===== src/rtl/cpic_pkg.sv =====
package cpic_pkg;
    localparam int          CPIC_UNITS      = 2;
    localparam int          CPIC_LINES      = 16;
    localparam logic [2:0]  CPIC_CASC_LINE  = 3'h2;
    localparam logic [2:0]  CPIC_SPUR_LINE  = 3'h7;
    // Command byte fields, and the poll byte interrupt bit
    localparam int          CPIC_IW1_SEL    = 4;
    localparam int          CPIC_IW1_LEVEL  = 3;
    localparam int          CPIC_IW1_NEED4  = 0;
    localparam int          CPIC_OW3_SEL    = 3;
    localparam int          CPIC_OW3_POLL   = 2;
    localparam int          CPIC_OW3_RDREG  = 1;
    localparam int          CPIC_OW3_RDSVC  = 0;
    localparam int          CPIC_OW2_EOI    = 5;
    localparam int          CPIC_OW2_SPEC   = 6;
    localparam int          CPIC_IW4_SFNM   = 4;
    localparam int          CPIC_POLL_INT   = 7;
    // Values after reset, and poll byte padding
    localparam logic [7:0]  CPIC_RST_BYTE   = 8'h00;
    localparam logic [4:0]  CPIC_RST_BASE   = 5'h01;
    localparam logic [3:0]  CPIC_POLL_PAD   = 4'h0;

    typedef enum logic [1:0] {
        CPIC_INIT_IDLE = 2'b00,
        CPIC_INIT_W2   = 2'b01,
        CPIC_INIT_W3   = 2'b10,
        CPIC_INIT_W4   = 2'b11
    } cpic_init_t;

    // Highest priority set bit, level 0 highest
    function automatic logic [2:0] cpic_first(input logic [7:0] v);
        logic [2:0] r;
        r = CPIC_SPUR_LINE;
        for (int i = 7; i >= 0; i--) begin
            if (v[i]) begin
                r = 3'(i);
            end
        end
        return r;
    endfunction

    // Request beats all levels in service, or ties the highest one in special nesting
    function automatic logic cpic_grant(input logic [7:0] pend, input logic [7:0] svc, input logic sfnm);
        logic ok;
        ok = (svc == CPIC_RST_BYTE) || (sfnm ? (cpic_first(pend) <= cpic_first(svc))
                                              : (cpic_first(pend) < cpic_first(svc)));
        return (|pend) && ok;
    endfunction
endpackage


===== src/rtl/cpic_top.sv =====
`timescale 1ns/100ps
//////////////////////////////////////////////////////////////////////////////
module cpic_top (
    input  wire logic        core_clk,
    input  wire logic        rst_n,
    input  wire logic        clk_en,
    input  wire logic [15:0] request_line,
    input  wire logic        host_wr,
    input  wire logic        host_rd,
    input  wire logic        host_unit,
    input  wire logic        host_port,
    input  wire logic [7:0]  host_wdata,
    input  wire logic        ack_first,
    input  wire logic        ack_second,
    output logic      [7:0]  rd_data_r,
    output logic             rd_vld_r,
    output logic             int_out_r,
    output logic      [7:0]  vec_r,
    output logic             vec_vld_r
);
    logic [15:0]            sync1_r;
    logic [15:0]            sync2_r;
    logic [7:0]             request_register   [2];
    logic [7:0]             clr   [2];
    logic [7:0]             mask_r [2];
    logic [7:0]             mask_nxt [2];
    logic [7:0]             svc_r [2];
    logic [7:0]             svc_nxt [2];
    logic [7:0]             poll_byte_r [2];
    logic [7:0]             poll_byte_nxt [2];
    logic [4:0]             base_r [2];
    logic [4:0]             base_nxt [2];
    logic                   level_r [2];
    logic                   level_nxt [2];
    logic                   need4_r [2];
    logic                   need4_nxt [2];
    logic                   sfnm_r [2];
    logic                   sfnm_nxt [2];
    logic                   rsel_r [2];
    logic                   rsel_nxt [2];
    logic                   poll_r [2];
    logic                   poll_nxt [2];
    cpic_pkg::cpic_init_t   step_r [2];
    cpic_pkg::cpic_init_t   step_nxt [2];
    logic [7:0]             vec_hold_r;
    logic [7:0]             vec_hold_nxt;
    logic [7:0]             rd_data_nxt;
    logic                   rd_vld_nxt;
    logic [7:0]             vec_nxt;
    logic                   vec_vld_nxt;
    logic [7:0]             eff_m;
    logic [7:0]             pend_m;
    logic [7:0]             pend_t;
    logic                   int_m;
    logic                   int_t;
    logic [2:0]             hp_m;
    logic [2:0]             hp_t;
    logic [2:0]             casc_sel;
    logic                   u;
    logic [2:0]             lvl;

    //////////////////////////////////////////////////////////////////////////
    // Pin synchroniser and request latches
    always_ff @(posedge core_clk or negedge rst_n) begin
        if (!rst_n) begin
            sync1_r <= 16'h0000;
            sync2_r <= 16'h0000;
        end else if (clk_en) begin
            sync1_r <= request_line;
            sync2_r <= sync1_r;
        end
    end

    cpic_req_latch u_latch_m (
        .core_clk   (core_clk),
        .rst_n      (rst_n),
        .clk_en     (clk_en),
        .line_in    (sync2_r[7:0]),
        .level_mode (level_r[0]),
        .clr        (clr[0]),
        .req_r      (request_register[0])
    );

    cpic_req_latch u_latch_t (
        .core_clk   (core_clk),
        .rst_n      (rst_n),
        .clk_en     (clk_en),
        .line_in    (sync2_r[15:8]),
        .level_mode (level_r[1]),
        .clr        (clr[1]),
        .req_r      (request_register[1])
    );

    //////////////////////////////////////////////////////////////////////////
    // Priority resolution, target feeds master cascade line
    always_comb begin
        pend_t   = request_register[1] & ~mask_r[1];
        hp_t     = cpic_pkg::cpic_first(pend_t);
        int_t    = cpic_pkg::cpic_grant(pend_t, svc_r[1], 1'b0);
        eff_m    = request_register[0];
        eff_m[cpic_pkg::CPIC_CASC_LINE] = int_t;
        pend_m   = eff_m & ~mask_r[0];
        hp_m     = cpic_pkg::cpic_first(pend_m);
        int_m    = cpic_pkg::cpic_grant(pend_m, svc_r[0], sfnm_r[0]);
        casc_sel = hp_m;
    end

    //////////////////////////////////////////////////////////////////////////
    // Command, read and acknowledge handling
    always_comb begin
        for (int i = 0; i < 2; i++) begin
            mask_nxt[i]      = mask_r[i];
            svc_nxt[i]       = svc_r[i];
            poll_byte_nxt[i] = poll_byte_r[i];
            base_nxt[i]      = base_r[i];
            level_nxt[i]     = level_r[i];
            need4_nxt[i]     = need4_r[i];
            sfnm_nxt[i]      = sfnm_r[i];
            rsel_nxt[i]      = rsel_r[i];
            poll_nxt[i]      = poll_r[i];
            step_nxt[i]      = step_r[i];
            clr[i]           = cpic_pkg::CPIC_RST_BYTE;
        end
        u            = host_unit;
        lvl          = poll_byte_r[u][2:0];
        vec_hold_nxt = vec_hold_r;
        rd_data_nxt  = rd_data_r;
        rd_vld_nxt   = host_rd;
        vec_nxt      = vec_r;
        vec_vld_nxt  = ack_second;
        if (host_wr && !host_port && host_wdata[cpic_pkg::CPIC_IW1_SEL]) begin
            level_nxt[u] = host_wdata[cpic_pkg::CPIC_IW1_LEVEL];
            need4_nxt[u] = host_wdata[cpic_pkg::CPIC_IW1_NEED4];
            mask_nxt[u]  = cpic_pkg::CPIC_RST_BYTE;
            svc_nxt[u]   = cpic_pkg::CPIC_RST_BYTE;
            sfnm_nxt[u]  = 1'b0;
            rsel_nxt[u]  = 1'b0;
            poll_nxt[u]  = 1'b0;
            step_nxt[u]  = cpic_pkg::CPIC_INIT_W2;
        end else if (host_wr && !host_port && host_wdata[cpic_pkg::CPIC_OW3_SEL]) begin
            poll_nxt[u] = host_wdata[cpic_pkg::CPIC_OW3_POLL];
            // Freeze the level at the poll command
            poll_byte_nxt[u] = {(u ? int_t : int_m), cpic_pkg::CPIC_POLL_PAD,
                                (u ? hp_t : hp_m)};
            if (host_wdata[cpic_pkg::CPIC_OW3_RDREG]) begin
                rsel_nxt[u] = host_wdata[cpic_pkg::CPIC_OW3_RDSVC];
            end
        end else if (host_wr && !host_port && host_wdata[cpic_pkg::CPIC_OW2_EOI]) begin
            if (host_wdata[cpic_pkg::CPIC_OW2_SPEC]) begin
                svc_nxt[u][host_wdata[2:0]] = 1'b0;
            end else if (|svc_r[u]) begin
                svc_nxt[u][cpic_pkg::cpic_first(svc_r[u])] = 1'b0;
            end
        end else if (host_wr && host_port) begin
            case (step_r[u])
                cpic_pkg::CPIC_INIT_W2: begin
                    base_nxt[u] = host_wdata[7:3];
                    step_nxt[u] = cpic_pkg::CPIC_INIT_W3;
                end
                cpic_pkg::CPIC_INIT_W3: begin
                    step_nxt[u] = need4_r[u] ? cpic_pkg::CPIC_INIT_W4 : cpic_pkg::CPIC_INIT_IDLE;
                end
                cpic_pkg::CPIC_INIT_W4: begin
                    sfnm_nxt[u] = host_wdata[cpic_pkg::CPIC_IW4_SFNM];
                    step_nxt[u] = cpic_pkg::CPIC_INIT_IDLE;
                end
                default: begin
                    mask_nxt[u] = host_wdata;
                end
            endcase
        end
        if (host_rd) begin
            if (host_port) begin
                rd_data_nxt = mask_r[u];
            end else if (poll_r[u]) begin
                rd_data_nxt = poll_byte_r[u];
                poll_nxt[u] = 1'b0;
                if (poll_byte_r[u][cpic_pkg::CPIC_POLL_INT]) begin
                    svc_nxt[u][lvl] = 1'b1;
                    clr[u][lvl]     = 1'b1;
                end
            end else begin
                rd_data_nxt = rsel_r[u] ? svc_r[u] : (u ? request_register[1] : eff_m);
            end
        end
        if (ack_first) begin
            if (!int_m) begin
                vec_hold_nxt = {base_r[0], cpic_pkg::CPIC_SPUR_LINE};
            end else if (casc_sel == cpic_pkg::CPIC_CASC_LINE) begin
                svc_nxt[0][casc_sel] = 1'b1;
                if (int_t) begin
                    svc_nxt[1][hp_t] = 1'b1;
                    clr[1][hp_t]     = 1'b1;
                    vec_hold_nxt     = {base_r[1], hp_t};
                end else begin
                    vec_hold_nxt     = {base_r[1], cpic_pkg::CPIC_SPUR_LINE};
                end
            end else begin
                svc_nxt[0][hp_m] = 1'b1;
                clr[0][hp_m]     = 1'b1;
                vec_hold_nxt     = {base_r[0], hp_m};
            end
        end
        if (ack_second) begin
            vec_nxt = vec_hold_r;
        end
    end

    always_ff @(posedge core_clk or negedge rst_n) begin
        if (!rst_n) begin
            for (int i = 0; i < 2; i++) begin
                mask_r[i]      <= cpic_pkg::CPIC_RST_BYTE;
                svc_r[i]       <= cpic_pkg::CPIC_RST_BYTE;
                poll_byte_r[i] <= cpic_pkg::CPIC_RST_BYTE;
                base_r[i]      <= cpic_pkg::CPIC_RST_BASE;
                level_r[i]     <= 1'b0;
                need4_r[i]     <= 1'b0;
                sfnm_r[i]      <= 1'b0;
                rsel_r[i]      <= 1'b0;
                poll_r[i]      <= 1'b0;
                step_r[i]      <= cpic_pkg::CPIC_INIT_IDLE;
            end
            vec_hold_r <= cpic_pkg::CPIC_RST_BYTE;
            rd_data_r  <= cpic_pkg::CPIC_RST_BYTE;
            rd_vld_r   <= 1'b0;
            vec_r      <= cpic_pkg::CPIC_RST_BYTE;
            vec_vld_r  <= 1'b0;
            int_out_r  <= 1'b0;
        end else if (clk_en) begin
            mask_r      <= mask_nxt;
            svc_r       <= svc_nxt;
            poll_byte_r <= poll_byte_nxt;
            base_r      <= base_nxt;
            level_r     <= level_nxt;
            need4_r     <= need4_nxt;
            sfnm_r      <= sfnm_nxt;
            rsel_r      <= rsel_nxt;
            poll_r      <= poll_nxt;
            step_r      <= step_nxt;
            vec_hold_r  <= vec_hold_nxt;
            rd_data_r   <= rd_data_nxt;
            rd_vld_r    <= rd_vld_nxt;
            vec_r       <= vec_nxt;
            vec_vld_r   <= vec_vld_nxt;
            int_out_r   <= int_m;
        end
    end

    //////////////////////////////////////////////////////////////////////////
    // Checks
    logic [7:0] svc_m;
    logic [7:0] poll_m;
    logic       rd_m_cmd;
    assign svc_m    = svc_r[0];
    assign poll_m   = poll_byte_r[0];
    assign rd_m_cmd = clk_en && host_rd && !host_unit && !host_port;
endmodule


===== src/rtl/cpic_req_latch.sv =====
`timescale 1ns/100ps
module cpic_req_latch (
    input  wire logic       core_clk,
    input  wire logic       rst_n,
    input  wire logic       clk_en,
    input  wire logic [7:0] line_in,
    input  wire logic       level_mode,
    input  wire logic [7:0] clr,
    output logic      [7:0] req_r
);
    logic [7:0] prev_r;
    logic [7:0] prev_nxt;
    logic [7:0] req_nxt;

    always_comb begin
        prev_nxt = line_in;
        if (level_mode) begin
            req_nxt = line_in;
        end else begin
            // Edge held only while line stays high
            req_nxt = ((req_r & ~clr) | (line_in & ~prev_r)) & line_in;
        end
    end

    always_ff @(posedge core_clk or negedge rst_n) begin
        if (!rst_n) begin
            prev_r <= cpic_pkg::CPIC_RST_BYTE;
            req_r  <= cpic_pkg::CPIC_RST_BYTE;
        end else if (clk_en) begin
            prev_r <= prev_nxt;
            req_r  <= req_nxt;
        end
    end
endmodule


===== config.mk =====
export PLATFORM = sky130hd
export DESIGN_NAME = cpic_top
export DESIGN_NICKNAME = d
export VERILOG_FILES = /design/src/rtl/cpic_pkg.sv /design/src/rtl/cpic_top.sv /design/src/rtl/cpic_req_latch.sv
export SDC_FILE = /design/constraint.sdc
export NUM_CORES = 1
export LEC_CHECK = 0
export ABC_AREA = 1
export BUFFER_PORTS_ARGS = -buffer_cell sky130_fd_sc_hd__buf_4
export CORE_MARGIN = 4
export CORE_UTILIZATION = 49
export CTS_CLUSTER_DIAMETER = 120
export CTS_CLUSTER_SIZE = 40
export DETAILED_ROUTE_END_ITERATION = 10
export MAX_ROUTING_LAYER = met4
export PLACE_DENSITY_LB_ADDON = 0.25
export SETUP_SLACK_MARGIN = 0.15
export SYNTH_ARGS = -nofsm -noshare
export SYNTH_HDL_FRONTEND = slang
export SYNTH_HIERARCHICAL = 1
export SYNTH_SLANG_ARGS = --single-unit

===== constraint.sdc =====
create_clock -name core_clk -period 3.55 [get_ports core_clk]
set_input_delay 0.355 -clock core_clk [delete_from_list [all_inputs] [get_ports core_clk]]
set_output_delay 0.355 -clock core_clk [all_outputs]
set_load 0.02 [all_outputs]

==> impl_results.md, run 1 <==
- Placeable Area: 16,500 um^2
- Vias in the first global route: 7,660
- Die X: 138 um
- RSZ-0062 raised after global routing: yes
- Nets: 1,305
- Final Hold Viols: 29
- CTS max path bufs: 2
- Gate power share: 40.4%
- HP Class: input pin to asynchronous set/reset pin
- Initial Util: 50.0%
- First-pass GRT wire length: 41,100 um
- Critical path capture point type: flop
- DR vias/cell: 5.36
- Failing checks: hold timing
- # port buffers: 50
- Critical path fanouts, max: 5
- Initial antenna violation count: 0
- Area Overhead vs Synth: 23.9%
- Synth Instances: 1,139
- Syn Nets: 1,181
- Ant. Diodes: 0
- Switching portion of total power: 37.8%
- Yosys Warn Count: 6
- Period Utilization, post-route: 98.2%
- Fin Setup TNS: 0 ns
- Final setup violation count: 0
- Row Count: 47
- Max-cap viol count: 0
- Int Pwr: 4.35 mW
- Largest net degree at the start of global routing: 80
- Crit path required time: 3.88 ns
- Crit path from: u_latch_t/req_r[2]
- Gpl congestion: 1.02
- Gr usage total: 29.6%
- Worst Clk Skew: 0.0117 ns
- I/O pins: 52
- Avg Cell Area, Syn: 7.25 um^2
- Fmax: 287 MHz
- Clk sink count: 150
- Clk_lat worst skew: 0.43 ns
- Pwr Density: 683 nW/um^2
- DRC Markers: 0
- Type of origin of the critical path: flop
- Sw Pwr: 2.64 mW
- Worst IR Drop VDD: 373 uV
- Grt ovf: 0
- Pre-Repair DR Iteration Count: 7
- CP Class: flop to flop
- Routed len/inst: 17.6 um
- DRT Wirelength: 26,300 um
- Detail Route Antenna Nets: 0
- Mapped Area: 8260 um^2
- CTS tree: yes
- Most frequent cells in the layout: 330 x nand2_1, 148 x dfrtp_1, 143 x inv_1
- Max Transition Viols Final: 0
- Hold_ws: -0.0211 ns
- Worst-path clk slew: 0.07 ns
- Slew headroom: 35.6%
- FF/Latch Area: 3760 um^2
- Post-DP HPWL: 19,500 um
- Design area: 10,200 um^2
- Final min period: 3.49 ns
- Worst-margin pin slew: 0.962 ns
- Via count: 8,014
- Placed Area: 9260 um^2
- Leakage: 5.12 nW
- Total of fill cells in the finished design: 1,551
- Clock root cell: clkbuf_16
- Layout cell share with drive strength beyond 1: 19.5%
- Commonest non-fill, non-tap cell in the layout: nand2_1
- Clk network pwr share: 25.5%
- H-tree levels: 4
- Crit path arrival time: 3.81 ns
- Reg2Reg Launch Point: u_latch_t/req_r[2]
- Die area: 19,000 um^2
- Multi-input gate area: 3890 um^2
- Outcome: finished with violations
- DIE HEIGHT: 138 um
- Iteration-0 DRC Markers: 964
- Sequential share of power: 34.2%
- TritonCTS Buffers: 17
## metrics by stage
step	hold WS, ns	utilization [%]	std cells	setup WS, ns	power [mW]
after floorplan	0.0594	-	1139	0.460	3.70
after global placement	0.455	56.0	1443	-0.142	4.71
after detailed placement	0.459	56.0	1443	-0.218	4.74
after CTS	0.00720	61.0	1490	0.113	6.84
after global routing	0.0274	61.9	1496	-0.152	7.38
final	-0.0211	61.9	1496	0.0642	6.99
## path summary, 6_finish.rpt
path / endpoint / slack (ns) / cells past startpoint
worst max-delay path: u_latch_t/req_r[2] / 0.06 / 25
worst min-delay path: mask_r[7] / -0.02 / 1
worst max register to register: u_latch_t/req_r[2] / 0.06 / 25
worst min register to register: sync1_r[13] / 0.47 / 2
max in group asynchronous: base_r[0] / 2.70 / 2
min in group core_clk: sync1_r[9] / 0.12 / 3
## power groups by stage
stage                     registers [mW]  logic, mW  clock network [mW]
after global routing                2.44       3.06                1.89
after CTS                           2.38       2.65                1.80
after floorplan                     2.42       1.28                   0
after global placement              2.39       2.31                   0
after detailed placement            2.40       2.34                   0
final                               2.39       2.82                1.78
## layout make-up
cell class              instances  share of cell area, %
clock buffers                  20                   4.46
clock inverters                12                   1.15
inverters                     161                   5.96
multi-input cells             793                   38.1
flip-flops and latches        150                   36.7
well taps                     220                   2.69
repair buffers                140                   11.0
## critical path: stages (launching register included)
cell and delay, ns:
dfrtp_1 0.42, nand2_4 0.10, nand2_4 0.06, nor2_2 0.24, ha_1 0.31, a21oi_1 0.15, nand2_1 0.08, nand2_2 0.11
nand3_4 0.10, buf_6 0.14, nand3_4 0.08, inv_4 0.04, ha_4 0.24, a21oi_2 0.10, o21ai_1 0.07, o211ai_1 0.18
nand2_1 0.15, nand2_4 0.15, buf_6 0.15, nand2_8 0.08, o21ai_2 0.15, inv_1 0.06, nand2_1 0.06, nand2_1 0.05
nand2_1 0.07, nand2_1 0.05
## layer usage
metal | share of wire (%) | GRT usage (%) | vias to the layer above
li1 | - | - | 3902
met1 | 44 | 40.3 | 3724
met3 | 7.7 | 6.17 | 59
met5 | 0 | - | -
met4 | 3.3 | 11.3 | 0
met2 | 45 | 43.9 | 329
## repair_timing
| item | 4_1_cts | 5_1_grt |
|---|---|---|
| buffers inserted | 13 | 6 |
| endpoints found under the setup margin | 38 | 40 |
| pin swaps | 19 | 21 |
| resized for setup | 35 | 26 |
| hold buffers | 0 | 0 |
| cloned | 2 | 0 |
## sequential cells by signal, indices dropped and copies added, names as in the netlist, 7 cells and up
register / count
u_latch_m/prev_r: 7
mask_r: 16
u_latch_t/req_r: 8
base_r: 10
vec_r: 8
u_latch_m/req_r: 7
svc_r: 8
sync1_r: 15
svc_m: 8
vec_hold_r: 8
sync2_r: 15
u_latch_t/prev_r: 8
rd_data_r: 8
Power figures use the tool's default switching activity.
==> inputs of run 2 (changes only) <==
--- a/config.mk
+++ b/config.mk
@@ -14,6 +14,7 @@
 export DETAILED_ROUTE_END_ITERATION = 10
 export MAX_ROUTING_LAYER = met4
 export PLACE_DENSITY_LB_ADDON = 0.25
+export REMOVE_ABC_BUFFERS = 1
 export SETUP_SLACK_MARGIN = 0.15
 export SYNTH_ARGS = -nofsm -noshare
 export SYNTH_HDL_FRONTEND = slang
==> constraint.sdc (replaced) <==
create_clock -name core_clk -period 3.31 [get_ports core_clk]
set_input_delay 0.331 -clock core_clk [delete_from_list [all_inputs] [get_ports core_clk]]
set_output_delay 0.331 -clock core_clk [all_outputs]
set_load 0.02 [all_outputs]
==> run 2 against run 1 <==
Against the previous run:
- the flow finishes with violations (setup timing)
- non-clock buffer count stayed put
- die area stayed put
- critical path type unchanged
- power is 7.9% higher
- register-to-register slack worse by 0.08 ns
- largest cell class unchanged
- wire length is 3.1% lower
==> impl_results.md, run 2 (same netlist as run 1, synthesis figures left out) <==
- Initial Util: 50.0% (unchanged)
- Biggest register: mask_r (unchanged)
- # port buffers: 50 (unchanged)
- Finished Layout Cells: 1,496 (unchanged)
- Largest register FFs: 16 (unchanged)
- Worst path slowest cell: dfrtp_1 (unchanged)
- DRC Markers: 0 (unchanged)
- Final min period: 3.33 ns (was 3.49 ns)
- Final setup violation count: 1 (was 0)
- CP Class: flop to flop (unchanged)
- Critical path fanouts, max: 5 (unchanged)
- First-pass GRT wire length: 39,400 um (was 41,100 um)
- RSZ-0062 raised after global routing: yes (unchanged)
- Critical path capture point type: flop (unchanged)
- Ant. Diodes: 0 (unchanged)
- Pwr Density: 724 nW/um^2 (was 683 nW/um^2)
- TritonCTS Buffers: 17 (unchanged)
- Worst Clk Skew: 0.0112 ns (was 0.0117 ns)
- Hold_ws: 0.0963 ns (was -0.0211 ns)
- Type of origin of the critical path: flop (unchanged)
- Worst-margin pin slew: 0.802 ns (was 0.962 ns)
- Slew headroom: 46.0% (was 35.6%)
- Via count: 8,085 (was 8,014)
- Max Transition Viols Final: 0 (unchanged)
- Fin Setup TNS: -0.0184 ns (was 0 ns)
- Clk sink count: 150 (unchanged)
- Die X: 138 um (unchanged)
- Setup WS post-layout: -0.0184 ns (was 0.0642 ns)
- Routed len/inst: 17.1 um (was 17.6 um)
- DIE HEIGHT: 138 um (unchanged)
- Crit path arrival time: 3.64 ns (was 3.81 ns)
- Grt ovf: 0 (unchanged)
- Worst IR Drop VDD: 397 uV (was 373 uV)
- DR vias/cell: 5.40 (was 5.36)
- Vias in the first global route: 7,510 (was 7,660)
- Fmax: 300 MHz (was 287 MHz)
- I/O pins: 52 (unchanged)
- HP Class: input pin to flop (was input pin to asynchronous set/reset pin)
- Leakage: 5.13 nW (was 5.12 nW)
- Failing checks: setup timing (was hold timing)
- Final Hold Viols: 0 (was 29)
- Row Count: 47 (unchanged)
- CTS max path bufs: 2 (unchanged)
- Iteration-0 DRC Markers: 838 (was 964)
- Placeable Area: 16,500 um^2 (unchanged)
- Period Utilization, post-route: 101% (was 98.2%)
- H-tree levels: 4 (unchanged)
- Crit path required time: 3.63 ns (was 3.88 ns)
- Clk_lat worst skew: 0.43 ns (about the same)
- Worst-path clk slew: 0.06 ns (was 0.07 ns)
- Gpl congestion: 1.01 (was 1.02)
- CTS tree: yes (unchanged)
- Pre-Repair DR Iteration Count: 6 (was 7)
- Area Overhead vs Synth: 26.2% (was 23.9%)
- Design area: 10,400 um^2 (was 10,200 um^2)
- Die area: 19,000 um^2 (unchanged)
- Clock root cell: clkbuf_16 (unchanged)
- Largest net degree at the start of global routing: 69 (was 80)
- Initial antenna violation count: 0 (unchanged)
- DRT Wirelength: 25,500 um (was 26,300 um)
- Layout cell share with drive strength beyond 1: 22.4% (was 19.5%)
- Placed Area: 9230 um^2 (was 9260 um^2)
- Commonest non-fill, non-tap cell in the layout: nand2_1 (unchanged)
- Total of fill cells in the finished design: 1,514 (was 1,551)
- Placed Cells: 1,437 (was 1,443)
- Top flop regs: mask_r (16), sync1_r (15), sync2_r (15) (unchanged)
- Gr usage total: 28.2% (was 29.6%)
- Post-DP HPWL: 18,500 um (was 19,500 um)
- Outcome: finished with violations (unchanged)
- Max-cap viol count: 0 (unchanged)
- Detail Route Antenna Nets: 0 (unchanged)
- Most frequent cells in the layout: 325 x nand2_1, 148 x dfrtp_1, 139 x inv_1 (was 330 x nand2_1, 148 x dfrtp_1, 143 x inv_1)
- Nets: 1,305 (unchanged)
- Fin util: 63.0% (was 61.9%)
- CP max stage delay: 0.38 ns (was 0.42 ns)
run 2: changes by cell type in the layout (fill, tap and decap cells not counted), sizes merged:
cell and change:
dlygate4sd3 +1, clkinv -3, clkinvlp +4, bufinv -1, buf -1
run 2: critical path, delay by kind of cell (launching register included):
kind                       cells  cell delay, ns
and+or+nand+nor               17            1.61
adders and majority gates      2            0.44
AOI/OAI and AO/OA              4            0.50
buffers and inverters          5            0.29
DFF                            1            0.38
run 2: area by class of cell:
cell class	count	area, um^2	share of cell area [%]
multi-input cells	793	4070	39.1
flip-flops and latches	150	3760	36.1
repair buffers	140	1150	11.0
inverters	161	607	5.83
clock buffers	20	467	4.48
well taps	220	275	2.64
clock inverters	12	92.6	0.889
run 2: per-layer routing:
| layer | part of all wire [%] | up-vias | track usage [%] |
|---|---|---|---|
| li1 | - | 3893 | - |
| met1 | 42 | 3771 | 36.3 |
| met2 | 47 | 340 | 44.0 |
| met3 | 7.1 | 81 | 4.02 |
| met4 | 4.5 | 0 | 13.8 |
| met5 | 0 | - | - |
run 2: power by group:
group | internal (mW) | total, mW | switching (mW)
Clock | 1.03 | 1.84 | 0.815
Sequential | 2.30 | 2.56 | 0.262
Combinational | 1.32 | 3.14 | 1.83
Total | 4.64 | 7.54 | 2.90
run 2: final timing paths:
kind                       slack, ns        startpoint  cells past startpoint                 end
min reg2reg                     0.47       sync1_r[13]                      2         sync1_r[13]
min in group asynchronous       0.44             rst_n                      2           step_r[1]
max                            -0.02         mask_r[2]                     28  u_latch_m/req_r[4]
min                              0.1  request_line[15]                      3         sync1_r[15]
max in group asynchronous       2.01             rst_n                      3  u_latch_t/req_r[5]
max reg2reg                    -0.02         mask_r[2]                     28  u_latch_m/req_r[4]
run 2: timing repair:
action / in CTS / in global routing
buffers inserted: 16 / 9
gates resized for setup: 31 / 81
gates cloned: 0 / 1
hold buffers: 1 / 0
pin swaps: 13 / 25
hold endpoints to repair: 66 / 0
setup endpoints to repair: 36 / 38
run 2: metrics by stage:
stage	total power, mW	setup slack, ns
3_5_place_dp	4.99	-0.166
3_3_place_gp	4.94	-0.0650
5_1_grt	7.95	-0.161
6_report	7.54	-0.0184
2_1_floorplan	3.89	0.247
4_1_cts	7.08	0.150
